--- config.mk ---
export PLATFORM = sky130hd
export DESIGN_NAME = bpc_port
export DESIGN_NICKNAME = d
export VERILOG_FILES = /design/src/bpc_pkg.sv /design/src/bpc_port.sv
export SDC_FILE = /design/constraint.sdc
export NUM_CORES = 1
export LEC_CHECK = 0
export BUFFER_PORTS_ARGS = -buffer_cell sky130_fd_sc_hd__buf_4
export CAP_MARGIN = 20
export CORE_MARGIN = 4
export CORE_UTILIZATION = 40
export CTS_BUF_LIST = sky130_fd_sc_hd__clkbuf_2 sky130_fd_sc_hd__clkbuf_4 sky130_fd_sc_hd__clkbuf_8
export DETAILED_ROUTE_END_ITERATION = 8
export GPL_ROUTABILITY_DRIVEN = 1
export MAX_ROUTING_LAYER = met4
export PLACE_DENSITY = 0.69
export RECOVER_POWER = 50
export SYNTH_ARGS = -nofsm -noshare
export SYNTH_HDL_FRONTEND = slang
export SYNTH_SLANG_ARGS = --single-unit
--- constraint.sdc ---
create_clock -name hclk -period 2.1 [get_ports hclk]
set_input_delay 0 -clock hclk [delete_from_list [all_inputs] [get_ports hclk]]
set_output_delay 0 -clock hclk [all_outputs]
set_load 0.02 [all_outputs]
--- src/bpc_pkg.sv ---
// Package with the register map, field positions and reset values of the change-interrupt port.
package bpc_pkg;

	localparam int BPC_WIDTH = 8;
	localparam int BPC_MON_WIDTH = 4;
	localparam int BPC_ADDR_WIDTH = 8;

	// Register byte offsets.
	localparam logic [7:0] BPC_OFS_PORT_DATA = 8'h00;
	localparam logic [7:0] BPC_OFS_DIRECTION = 8'h04;
	localparam logic [7:0] BPC_OFS_LATCH = 8'h08;
	localparam logic [7:0] BPC_OFS_FIRST_DATA = 8'h0c;
	localparam logic [7:0] BPC_OFS_IRQ_PRIMARY = 8'h10;
	localparam logic [7:0] BPC_OFS_IRQ_TWO = 8'h14;
	localparam logic [7:0] BPC_OFS_IRQ_STATUS = 8'h18;
	localparam logic [7:0] BPC_OFS_IRQ_MASK = 8'h1c;
	localparam logic [7:0] BPC_OFS_PIN_CONFIG = 8'h20;
	localparam logic [7:0] BPC_OFS_DATA_PEEK = 8'h24;
	localparam logic [7:0] BPC_OFS_FIRST_PEEK = 8'h28;

	// Field positions.
	localparam int BPC_BIT_CHANGE_FLAG = 0;
	localparam int BPC_BIT_PULLUP_DIS_N = 7;
	localparam int BPC_BIT_ANALOG2 = 0;
	localparam int BPC_BIT_ANALOG3 = 1;
	localparam int BPC_PIN_CHG2 = 2;
	localparam int BPC_PIN_CHG3 = 3;

	// Reset values.
	localparam logic [7:0] BPC_RST_DIRECTION = 8'hff;
	localparam logic [7:0] BPC_RST_LATCH = 8'h00;
	localparam logic [7:0] BPC_RST_IRQ_TWO = 8'h80;
	localparam logic [7:0] BPC_RST_MASK = 8'h00;
	localparam logic [1:0] BPC_RST_ANALOG = 2'h3;

	// Pins that may be handed to the power PWM outputs.
	localparam logic [7:0] BPC_PWM_SHAREABLE = 8'hf3;

	// Bus encodings.
	localparam logic [1:0] BPC_HTRANS_NONSEQ = 2'h2;
	localparam logic [1:0] BPC_HTRANS_SEQ = 2'h3;
	localparam logic [1:0] BPC_HRESP_OKAY = 2'h0;

	typedef enum logic [1:0] {
		BPC_CFG_WAIT = 2'b00,
		BPC_CFG_DONE = 2'b01
	} bpc_cfg_state_type;

endpackage

--- src/bpc_port.sv ---
// Eight-pin bidirectional port with interrupt-on-change, reached over AHB-Lite.
//
// Design decisions made here: the placing of the registers and the AHB-Lite register port.
`timescale 1ns/1ns
module bpc_port
	import bpc_pkg::*;
#(
	parameter int WIDTH = bpc_pkg::BPC_WIDTH
) (
	// Bus clock and reset.
	input wire logic hclk,
	input wire logic hresetn,
	// AHB-Lite slave.
	input wire logic hsel,
	input wire logic [bpc_pkg::BPC_ADDR_WIDTH-1:0] haddr,
	input wire logic [1:0] htrans,
	input wire logic hwrite,
	input wire logic [2:0] hsize,
	input wire logic [31:0] hwdata,
	input wire logic hready,
	output logic hreadyout,
	output logic [1:0] hresp,
	output logic [31:0] hrdata,
	// Port pins.
	input wire logic [WIDTH-1:0] pin_in,
	output logic [WIDTH-1:0] pin_out,
	output logic [WIDTH-1:0] pin_oe_n,
	output logic [WIDTH-1:0] pullup_en,
	// Monitored pins of the neighbouring port and their directions.
	input wire logic [1:0] first_port_pin_in,
	input wire logic [1:0] first_port_dir,
	// PWM sharing.
	input wire logic [WIDTH-1:0] pwm_out,
	input wire logic [WIDTH-1:0] pwm_select,
	// Configuration strap.
	input wire logic slow_osc_pin_select,
	// Interrupt and wake.
	output logic irq,
	output logic wake_request
);
	import bpc_pkg::*;

	function automatic logic is_data_access(input logic [BPC_ADDR_WIDTH-1:0] a);
		return (a == BPC_OFS_PORT_DATA) || (a == BPC_OFS_FIRST_DATA);
	endfunction

	logic [WIDTH-1:0] pin_meta;
	logic [WIDTH-1:0] pin_sync;
	logic [1:0] first_meta;
	logic [1:0] first_sync;
	logic strap_meta;
	logic strap_sync;
	logic [WIDTH-1:0] direction;
	logic [WIDTH-1:0] latch;
	logic [WIDTH-1:0] irq_two;
	logic [1:0] analog;
	logic [BPC_MON_WIDTH-1:0] snapshot;
	logic port_change_flag;
	logic change_mask;
	bpc_cfg_state_type cfg_state;
	logic ap_valid;
	logic wr_pending;
	logic [BPC_ADDR_WIDTH-1:0] wr_addr;
	logic [WIDTH-1:0] digital_pins;
	logic [BPC_MON_WIDTH-1:0] monitored;
	logic [BPC_MON_WIDTH-1:0] mon_enable;
	logic mismatch;
	logic refresh;
	logic flag_clear;
	logic [WIDTH-1:0] wdata8;
	logic [31:0] next_rdata;
	logic [WIDTH-1:0] analog_pins;

	assign ap_valid = hsel && hready && (htrans == BPC_HTRANS_NONSEQ || htrans == BPC_HTRANS_SEQ);
	assign wdata8 = hwdata[WIDTH-1:0];
	assign hreadyout = 1'b1;
	assign hresp = BPC_HRESP_OKAY;

	// Two-stage synchronisers for everything arriving from pins.
	always_ff @(posedge hclk or negedge hresetn) begin
		if (!hresetn) begin
			pin_meta <= '0;
			pin_sync <= '0;
			first_meta <= '0;
			first_sync <= '0;
		end else begin
			pin_meta <= pin_in;
			pin_sync <= pin_meta;
			first_meta <= first_port_pin_in;
			first_sync <= first_meta;
		end
	end

	// The strap chain has no reset, so it is already filled with the real strap level when reset
	// lets go; a cleared chain would always pick the analog default for pins 2 and 3.
	always_ff @(posedge hclk) begin
		strap_meta <= slow_osc_pin_select;
		strap_sync <= strap_meta;
	end

	// Analog pins read back as zero on the digital path.
	always_comb begin
		analog_pins = '0;
		analog_pins[BPC_PIN_CHG2] = analog[BPC_BIT_ANALOG2];
		analog_pins[BPC_PIN_CHG3] = analog[BPC_BIT_ANALOG3];
	end
	assign digital_pins = pin_sync & ~analog_pins;

	// Pin drivers, one generated slice per pin.
	genvar gi;
	generate
		for (gi = 0; gi < WIDTH; gi++) begin : g_pin
			logic pwm_taken;
			assign pwm_taken = pwm_select[gi] && BPC_PWM_SHAREABLE[gi];
			always_ff @(posedge hclk or negedge hresetn) begin
				if (!hresetn) begin
					pin_out[gi] <= 1'b0;
					pin_oe_n[gi] <= 1'b1;
					pullup_en[gi] <= 1'b0;
				end else begin
					pin_out[gi] <= pwm_taken ? pwm_out[gi] : latch[gi];
					pin_oe_n[gi] <= direction[gi] && !pwm_taken;
					// Pull-up needs the shared enable, input direction, no PWM takeover and a digital pin.
					pullup_en[gi] <= !irq_two[BPC_BIT_PULLUP_DIS_N] && direction[gi] && !pwm_taken
						&& !analog_pins[gi];
				end
			end
		end
	endgenerate

	// Strap is caught once after reset release to pick the pin 2/3 defaults.
	always_ff @(posedge hclk or negedge hresetn) begin
		if (!hresetn) begin
			cfg_state <= BPC_CFG_WAIT;
		end else begin
			case (cfg_state)
				BPC_CFG_WAIT: cfg_state <= BPC_CFG_DONE;
				BPC_CFG_DONE: cfg_state <= BPC_CFG_DONE;
				default: cfg_state <= BPC_CFG_WAIT;
			endcase
		end
	end

	// Write data phase bookkeeping.
	// Writes are applied one cycle late because hwdata only stands in the data phase.
	always_ff @(posedge hclk or negedge hresetn) begin
		if (!hresetn) begin
			wr_pending <= 1'b0;
			wr_addr <= '0;
		end else if (hready) begin
			wr_pending <= ap_valid && hwrite;
			wr_addr <= haddr;
		end
	end

	// Direction and latch registers.
	always_ff @(posedge hclk or negedge hresetn) begin
		if (!hresetn) begin
			direction <= BPC_RST_DIRECTION;
			latch <= BPC_RST_LATCH;
		end else if (wr_pending) begin
			if (wr_addr == BPC_OFS_DIRECTION) begin
				direction <= wdata8;
			end else if (wr_addr == BPC_OFS_LATCH || wr_addr == BPC_OFS_PORT_DATA) begin
				latch <= wdata8;
			end
		end
	end

	// Second interrupt control register holds the shared pull-up disable.
	always_ff @(posedge hclk or negedge hresetn) begin
		if (!hresetn) begin
			irq_two <= BPC_RST_IRQ_TWO;
		end else if (wr_pending && wr_addr == BPC_OFS_IRQ_TWO) begin
			irq_two <= wdata8;
		end
	end

	// Analog selection for pins 2 and 3; the default follows the strap.
	always_ff @(posedge hclk or negedge hresetn) begin
		if (!hresetn) begin
			analog <= BPC_RST_ANALOG;
		end else if (cfg_state == BPC_CFG_WAIT) begin
			analog <= {2{!strap_sync}};
		end else if (wr_pending && wr_addr == BPC_OFS_PIN_CONFIG) begin
			analog <= wdata8[1:0];
		end
	end

	// Change mask register.
	always_ff @(posedge hclk or negedge hresetn) begin
		if (!hresetn) begin
			change_mask <= BPC_RST_MASK[BPC_BIT_CHANGE_FLAG];
		end else if (wr_pending && wr_addr == BPC_OFS_IRQ_MASK) begin
			change_mask <= wdata8[BPC_BIT_CHANGE_FLAG];
		end
	end

	// Monitored pins: port pins 2 and 3, then pins 0 and 1 of the neighbour.
	assign monitored = {first_sync, digital_pins[BPC_PIN_CHG3], digital_pins[BPC_PIN_CHG2]};
	assign mon_enable = {first_port_dir, direction[BPC_PIN_CHG3], direction[BPC_PIN_CHG2]};
	assign mismatch = |((monitored ^ snapshot) & mon_enable);

	// Any read or write of either data register refreshes the snapshot; the peek aliases do not.
	assign refresh = ap_valid && is_data_access(haddr);

	always_ff @(posedge hclk or negedge hresetn) begin
		if (!hresetn) begin
			snapshot <= '0;
		end else if (refresh) begin
			snapshot <= monitored;
		end
	end

	// Clear by writing zero to the primary register or one to the status register.
	assign flag_clear = wr_pending && ((wr_addr == BPC_OFS_IRQ_PRIMARY && !wdata8[BPC_BIT_CHANGE_FLAG])
		|| (wr_addr == BPC_OFS_IRQ_STATUS && wdata8[BPC_BIT_CHANGE_FLAG]));

	// A live mismatch wins over any clear in the same cycle.
	always_ff @(posedge hclk or negedge hresetn) begin
		if (!hresetn) begin
			port_change_flag <= 1'b0;
		end else if (mismatch) begin
			port_change_flag <= 1'b1;
		end else if (flag_clear) begin
			port_change_flag <= 1'b0;
		end
	end

	assign irq = port_change_flag && change_mask;
	assign wake_request = port_change_flag && change_mask;

	// Read data is formed in the address phase and registered into the data phase.
	// hrdata only moves on a read, so it stands through the whole data phase.
	always_comb begin
		next_rdata = '0;
		if (haddr == BPC_OFS_PORT_DATA || haddr == BPC_OFS_DATA_PEEK) begin
			next_rdata[WIDTH-1:0] = digital_pins;
		end else if (haddr == BPC_OFS_DIRECTION) begin
			next_rdata[WIDTH-1:0] = direction;
		end else if (haddr == BPC_OFS_LATCH) begin
			next_rdata[WIDTH-1:0] = latch;
		end else if (haddr == BPC_OFS_FIRST_DATA || haddr == BPC_OFS_FIRST_PEEK) begin
			next_rdata[1:0] = first_sync;
		end else if (haddr == BPC_OFS_IRQ_PRIMARY || haddr == BPC_OFS_IRQ_STATUS) begin
			next_rdata[BPC_BIT_CHANGE_FLAG] = port_change_flag;
		end else if (haddr == BPC_OFS_IRQ_TWO) begin
			next_rdata[WIDTH-1:0] = irq_two;
		end else if (haddr == BPC_OFS_IRQ_MASK) begin
			next_rdata[BPC_BIT_CHANGE_FLAG] = change_mask;
		end else if (haddr == BPC_OFS_PIN_CONFIG) begin
			next_rdata[1:0] = analog;
		end
	end

	always_ff @(posedge hclk or negedge hresetn) begin
		if (!hresetn) begin
			hrdata <= '0;
		end else if (ap_valid && !hwrite) begin
			hrdata <= next_rdata;
		end
	end

	// Assertions.
	a_dir_floats: assert property (@(posedge hclk) disable iff (!hresetn)
		(direction[0] && !pwm_select[0]) |=> pin_oe_n[0])
		else $error("input pin is being driven");
	a_latch_drives: assert property (@(posedge hclk) disable iff (!hresetn)
		(!direction[5] && !pwm_select[5]) |=> (!pin_oe_n[5] && pin_out[5] == $past(latch[5])))
		else $error("output pin does not show latch");
	a_latch_readback: assert property (@(posedge hclk) disable iff (!hresetn)
		(ap_valid && !hwrite && haddr == BPC_OFS_LATCH) |=> hrdata[WIDTH-1:0] == $past(latch))
		else $error("latch read returned something else");
	a_pullup_output: assert property (@(posedge hclk) disable iff (!hresetn)
		!direction[1] |=> !pullup_en[1])
		else $error("pull-up on output pin");
	a_pullup_shared: assert property (@(posedge hclk) disable iff (!hresetn)
		irq_two[BPC_BIT_PULLUP_DIS_N] |=> pullup_en == '0)
		else $error("pull-up active while disabled");
	a_reset_dir: assert property (@(posedge hclk)
		$rose(hresetn) |-> (direction == BPC_RST_DIRECTION && irq_two[BPC_BIT_PULLUP_DIS_N]))
		else $error("reset state wrong");
	a_strap_analog: assert property (@(posedge hclk) disable iff (!hresetn)
		(cfg_state == BPC_CFG_WAIT) |=> analog == {2{!$past(strap_sync)}})
		else $error("strap default not applied");
	a_pwm_excluded: assert property (@(posedge hclk) disable iff (!hresetn)
		(pwm_select[2] && !direction[2]) |=> pin_out[2] == $past(latch[2]))
		else $error("pin two taken by pwm");
	a_output_excluded: assert property (@(posedge hclk) disable iff (!hresetn)
		(mon_enable == '0) |-> !mismatch)
		else $error("output pin caused change");
	a_flag_sets: assert property (@(posedge hclk) disable iff (!hresetn)
		mismatch |=> port_change_flag)
		else $error("mismatch did not set flag");
	a_refresh_ends: assert property (@(posedge hclk) disable iff (!hresetn)
		(refresh ##1 $stable(monitored)) |-> !mismatch)
		else $error("refresh did not end mismatch");
	a_clear_blocked: assert property (@(posedge hclk) disable iff (!hresetn)
		(flag_clear && mismatch) |=> port_change_flag)
		else $error("clear won over live mismatch");
	a_wake: assert property (@(posedge hclk) disable iff (!hresetn)
		(port_change_flag && change_mask) |-> (wake_request && irq))
		else $error("no wake on change");

	// Register writes land in the data phase; reads return what each address promises.
	a_dir_write: assert property (@(posedge hclk) disable iff (!hresetn)
		(wr_pending && wr_addr == BPC_OFS_DIRECTION) |=> direction == $past(wdata8))
		else $error("direction write lost");
	a_latch_write: assert property (@(posedge hclk) disable iff (!hresetn)
		(wr_pending && wr_addr == BPC_OFS_LATCH) |=> latch == $past(wdata8))
		else $error("latch write lost");
	a_data_write: assert property (@(posedge hclk) disable iff (!hresetn)
		(wr_pending && wr_addr == BPC_OFS_PORT_DATA) |=> latch == $past(wdata8))
		else $error("data write did not reach latch");
	a_data_readback: assert property (@(posedge hclk) disable iff (!hresetn)
		(ap_valid && !hwrite && haddr == BPC_OFS_PORT_DATA) |=> hrdata[WIDTH-1:0] == $past(digital_pins))
		else $error("data read did not return pins");
	a_reset_pins: assert property (@(posedge hclk)
		$rose(hresetn) |-> (pin_oe_n == '1 && pullup_en == '0))
		else $error("pins not inputs after reset");
	a_pullup_on: assert property (@(posedge hclk) disable iff (!hresetn)
		(!irq_two[BPC_BIT_PULLUP_DIS_N] && direction[6] && !pwm_select[6]) |=> pullup_en[6])
		else $error("pull-up missing on input pin");
	a_analog_zero: assert property (@(posedge hclk) disable iff (!hresetn)
		analog[BPC_BIT_ANALOG3] |-> !digital_pins[BPC_PIN_CHG3])
		else $error("analog pin read as digital");
	a_pwm_drives: assert property (@(posedge hclk) disable iff (!hresetn)
		pwm_select[4] |=> (!pin_oe_n[4] && pin_out[4] == $past(pwm_out[4])))
		else $error("pwm did not take pin four");

	// Change detection: snapshot, compare, sticky flag and its clear.
	a_snapshot_take: assert property (@(posedge hclk) disable iff (!hresetn)
		refresh |=> snapshot == $past(monitored))
		else $error("snapshot not refreshed");
	a_peek_keeps: assert property (@(posedge hclk) disable iff (!hresetn)
		(ap_valid && (haddr == BPC_OFS_DATA_PEEK || haddr == BPC_OFS_FIRST_PEEK)) |=> $stable(snapshot))
		else $error("peek access refreshed snapshot");
	a_change_seen: assert property (@(posedge hclk) disable iff (!hresetn)
		(mon_enable[0] && monitored[0] != snapshot[0]) |-> mismatch)
		else $error("input change not detected");
	a_clear_works: assert property (@(posedge hclk) disable iff (!hresetn)
		(flag_clear && !mismatch) |=> !port_change_flag)
		else $error("clear without mismatch ignored");
	a_flag_sticky: assert property (@(posedge hclk) disable iff (!hresetn)
		(port_change_flag && !flag_clear) |=> port_change_flag)
		else $error("flag dropped without clear");
	a_mask_gates: assert property (@(posedge hclk) disable iff (!hresetn)
		!change_mask |-> (!irq && !wake_request))
		else $error("masked change raised interrupt");

	c_change_irq: cover property (@(posedge hclk) disable iff (!hresetn) $rose(irq));
	c_refresh_clear: cover property (@(posedge hclk) disable iff (!hresetn)
		port_change_flag ##1 refresh ##[1:5] flag_clear ##1 !port_change_flag);
	c_pullup_on: cover property (@(posedge hclk) disable iff (!hresetn) $rose(pullup_en[7]));
	c_pwm_use: cover property (@(posedge hclk) disable iff (!hresetn) pwm_select[4] && !pin_oe_n[4]);
	c_strap_digital: cover property (@(posedge hclk) disable iff (!hresetn) cfg_state == BPC_CFG_WAIT && strap_sync);

endmodule

==> metrics.yaml <==
status: "completed"
yosysUniqueCellTypes: 52
end_kind: "flip-flop"
finalHoldViolations: 0
setup_viol: 0
finalMaxSlewViolations: 0
grt.total_usage_pct: 16.2
synthArstFlopShare_pct: 97.9
drc: 0
switching_share_pct: 26.3
pin_count: 140
cts_buffers: 9
clkSinkCount: 96
ys_ff_latch: 96
criticalPathCategory: "flip-flop to flip-flop"
worst_slew_pin_slew_ns: 0.964
vdd_ir_drop_max_uv: 372
coreArea_mm2: 0.00977
p_int_uw: 2630
r2r_cells: 6
fin_crit_sh_pct: 94.2
overflow: 0
gp_congestion: 0.836
synth_edf_count: 0
fin_nets: 522
fp-row-count: 36
critPathRequiredTime_ns: 2.35
htree_levels: 3
final_area_mm2: 0.00534
area_growth_pct: 32.5
dp.final_hpwl_um: 5980
cts_tree: "yes"
viasPerCell: 4.71
max_slew_margin_pct: 35.7
avgSynthCellArea_um2: 13.0
die_area_mm2: 0.0117
min_from: "haddr[4]"
max_freq_mhz: 505
start_kind: "flip-flop"
ys_dominant_reg_cell: "dfrtp_1"
power_switching_uw: 936
firstDrtPassIters: 4
layout-drive-gt1-share_pct: 33.5
regToRegEndpoint: "irq_two[5]"
totalWireLength_um: 8750
die_h_um: 108
hold_path_class: "input port to flip-flop"
clkPwrFrac_pct: 31.2
cts_max_path_buffers: 2
grt_max_degree: 55
holdPathEnd: "wr_addr[4]"
synth.cell_area_mm2: 0.00403
p_leak_uw: 0.00246
worstSkewPairLatency_ns: 0.37
ant_nets: 0
port_buffers: 80
post_drt_wl_per_cell_um: 15.1
antenna_found_initial: 0
hold_ws_ns: 0.0269
n_antenna_cell: 0
fin_skew_ns: 0.0148
cts_root_buf: "clkbuf_8"
grt_pass1_vias: 2768
clk_pin_slew_worst_paths_ns: 0.09
vias: 2739
grt_pass1_wl_um: 13900
start_util_pct: 41.2
hold_depth: 2
syn_inst: 309
cp_max_fo: 8
cts_setup_buffers: 0
p_comb_share_pct: 12.3
place_area_mm2: 0.00472
power_density_mw_per_mm2: 668
seq_power_share_pct: 56.5
synth_warnings: 0
cap_violations: 0
synth_seq_area_share_pct: 60.0
r2r_start: "wr_addr[1]"
dieWidth_um: 108
initialDrtViolationCount: 143
fin_crit_ns: 1.98
arrival_ns: 2.23
reg2reg_slack_ns: 0.12
-- worst max-delay path by stage --
stage          startpoint    endpoint  slack [ns]  depth (start not counted)
2_1_floorplan  wr_addr[1]  irq_two[0]        0.19                          5
3_3_place_gp   wr_addr[1]  irq_two[6]        0.07                          6
3_5_place_dp   wr_addr[1]  irq_two[5]        0.05                          6
4_1_cts        wr_addr[1]  irq_two[5]        0.03                          6
5_1_grt        wr_addr[1]  irq_two[3]      -0.008                          6
6_report       wr_addr[1]  irq_two[5]        0.12                          6
-- synthesized netlist by cell type (2+ instances only) --
library cell / n / share of area (%)
inv_1: 5 / 0.47
and2_1: 2 / 0.31
o31ai_1: 2 / 0.37
clkbuf_1: 9 / 0.84
nand2_1: 9 / 0.84
mux2_2: 43 / 12
nor2_1: 5 / 0.47
nor3b_2: 2 / 0.62
dfstp_2: 19 / 12
a22oi_1: 3 / 0.56
a22o_1: 3 / 0.65
a2bb2oi_1: 4 / 0.87
o21ai_0: 17 / 2.1
conb_1: 2 / 0.19
dfxtp_1: 2 / 0.99
nand2b_1: 2 / 0.31
buf_4: 28 / 5.2
nand3_1: 7 / 0.87
a21boi_0: 4 / 0.75
and3_1: 2 / 0.31
nor3b_1: 3 / 0.56
xor2_1: 5 / 1.1
nor2b_1: 19 / 3.0
nor3_1: 3 / 0.37
mux2i_1: 3 / 0.75
a2111oi_0: 2 / 0.44
a21oi_1: 4 / 0.50
a31oi_1: 2 / 0.31
dfrtp_1: 75 / 47
-- layout make-up --
type | count | area (um2)
Clock inverter | 6 | 41.3
Sequential cell | 96 | 2420
Multi-Input combinational cell | 196 | 1470
Timing Repair Buffer | 135 | 1090
Tap cell | 133 | 166
Fill cell | 863 | 4440
Clock buffer | 10 | 138
Inverter | 5 | 18.8
-- layer usage --
metal	part of all wire, %	GRT usage (%)
met3	6.5	2.33
met1	43	21.0
met2	49	25.8
met4	1.3	6.31
met5	0	-
-- critical path, stage by stage (launching register included) --
cell and delay [ns]:
dfrtp_1 0.42, nor4_4 0.33, nor3b_4 0.28, nand2_2 0.12, nor3b_4 0.24, buf_12 0.16
mux2_2 0.32
-- per-stage QoR --
stage / setup TNS [ns] / total power, uW / instances / setup slack, ns / utilization (%)
after floorplan: 0 / 2270 / 335 / 0.193 / -
after global placement: 0 / 2410 / 516 / 0.0657 / 48.3
after detailed placement: 0 / 2420 / 516 / 0.0473 / 48.3
after CTS: 0 / 3620 / 581 / 0.0324 / 55.2
after global routing: -0.00817 / 3730 / 581 / -0.00817 / 54.6
final: 0 / 3560 / 581 / 0.121 / 54.6
-- power by group through the flow --
stage	registers [uW]	logic, uW	clock network, uW
floorplan	2040	227	0
global placement	2040	367	0
detailed placement	2050	376	0
CTS	2010	457	1150
global route	2030	484	1220
finish	2010	439	1110
-- state kept, by name, summed over array words and instances, names as in the netlist, 4 cells and up --
| register | count |
|---|---|
| pin_sync | 8 |
| pin_meta | 8 |
| wr_addr | 8 |
| pin_oe_n | 8 |
| hrdata | 8 |
| irq_two | 8 |
| pullup_en | 8 |
| latch | 8 |
| snapshot | 4 |
| direction | 8 |
| pin_out | 8 |
-- what timing repair did --
item,CTS,global route
resized for setup,0,5
endpoints found under the setup margin,0,20
hold buffers,49,0
hold endpoints to repair,106,0
-- cells by family (layout without fill, tap and decap cells) --
family | after synthesis | after routing | share of synthesized area [%]
DFF | 96 | 96 | 60.0
and+or+nand+nor | 67 | 67 | 10.8
AOI/OAI and AO/OA | 49 | 49 | 8.27
muxes | 46 | 46 | 12.8
buffers and inverters | 43 | 156 | 6.65
xor gates and xnor gates | 6 | 6 | 1.31
other | 2 | 28 | 0.187
-- placed cells by master (no fill, tap or decap), types with 2 or more instances in the layout --
cell,instances
buf_4,52
dlygate4sd3_1,49
clkbuf_1,19
mux2_2,43
conb_1,28
nor2_2,2
nand2_1,9
a31oi_1,2
clkinv_2,3
a22o_1,3
dfrtp_1,75
a21oi_1,4
nor2b_1,19
o31ai_1,2
mux2i_1,3
nor3_1,3
nor2_1,4
clkbuf_8,10
dfstp_1,8
a2bb2oi_1,4
nor3b_4,2
o21ai_0,17
a22oi_1,3
nand3_1,7
nand2b_1,2
a2111oi_0,2
inv_1,5
nor3b_1,3
a21boi_0,4
inv_6,2
and2_1,2
clkbuf_4,12
dfstp_2,11
xor2_1,5
buf_12,2
and3_1,2
dfxtp_1,2
Note: power is estimated with default switching activity, not from simulation.
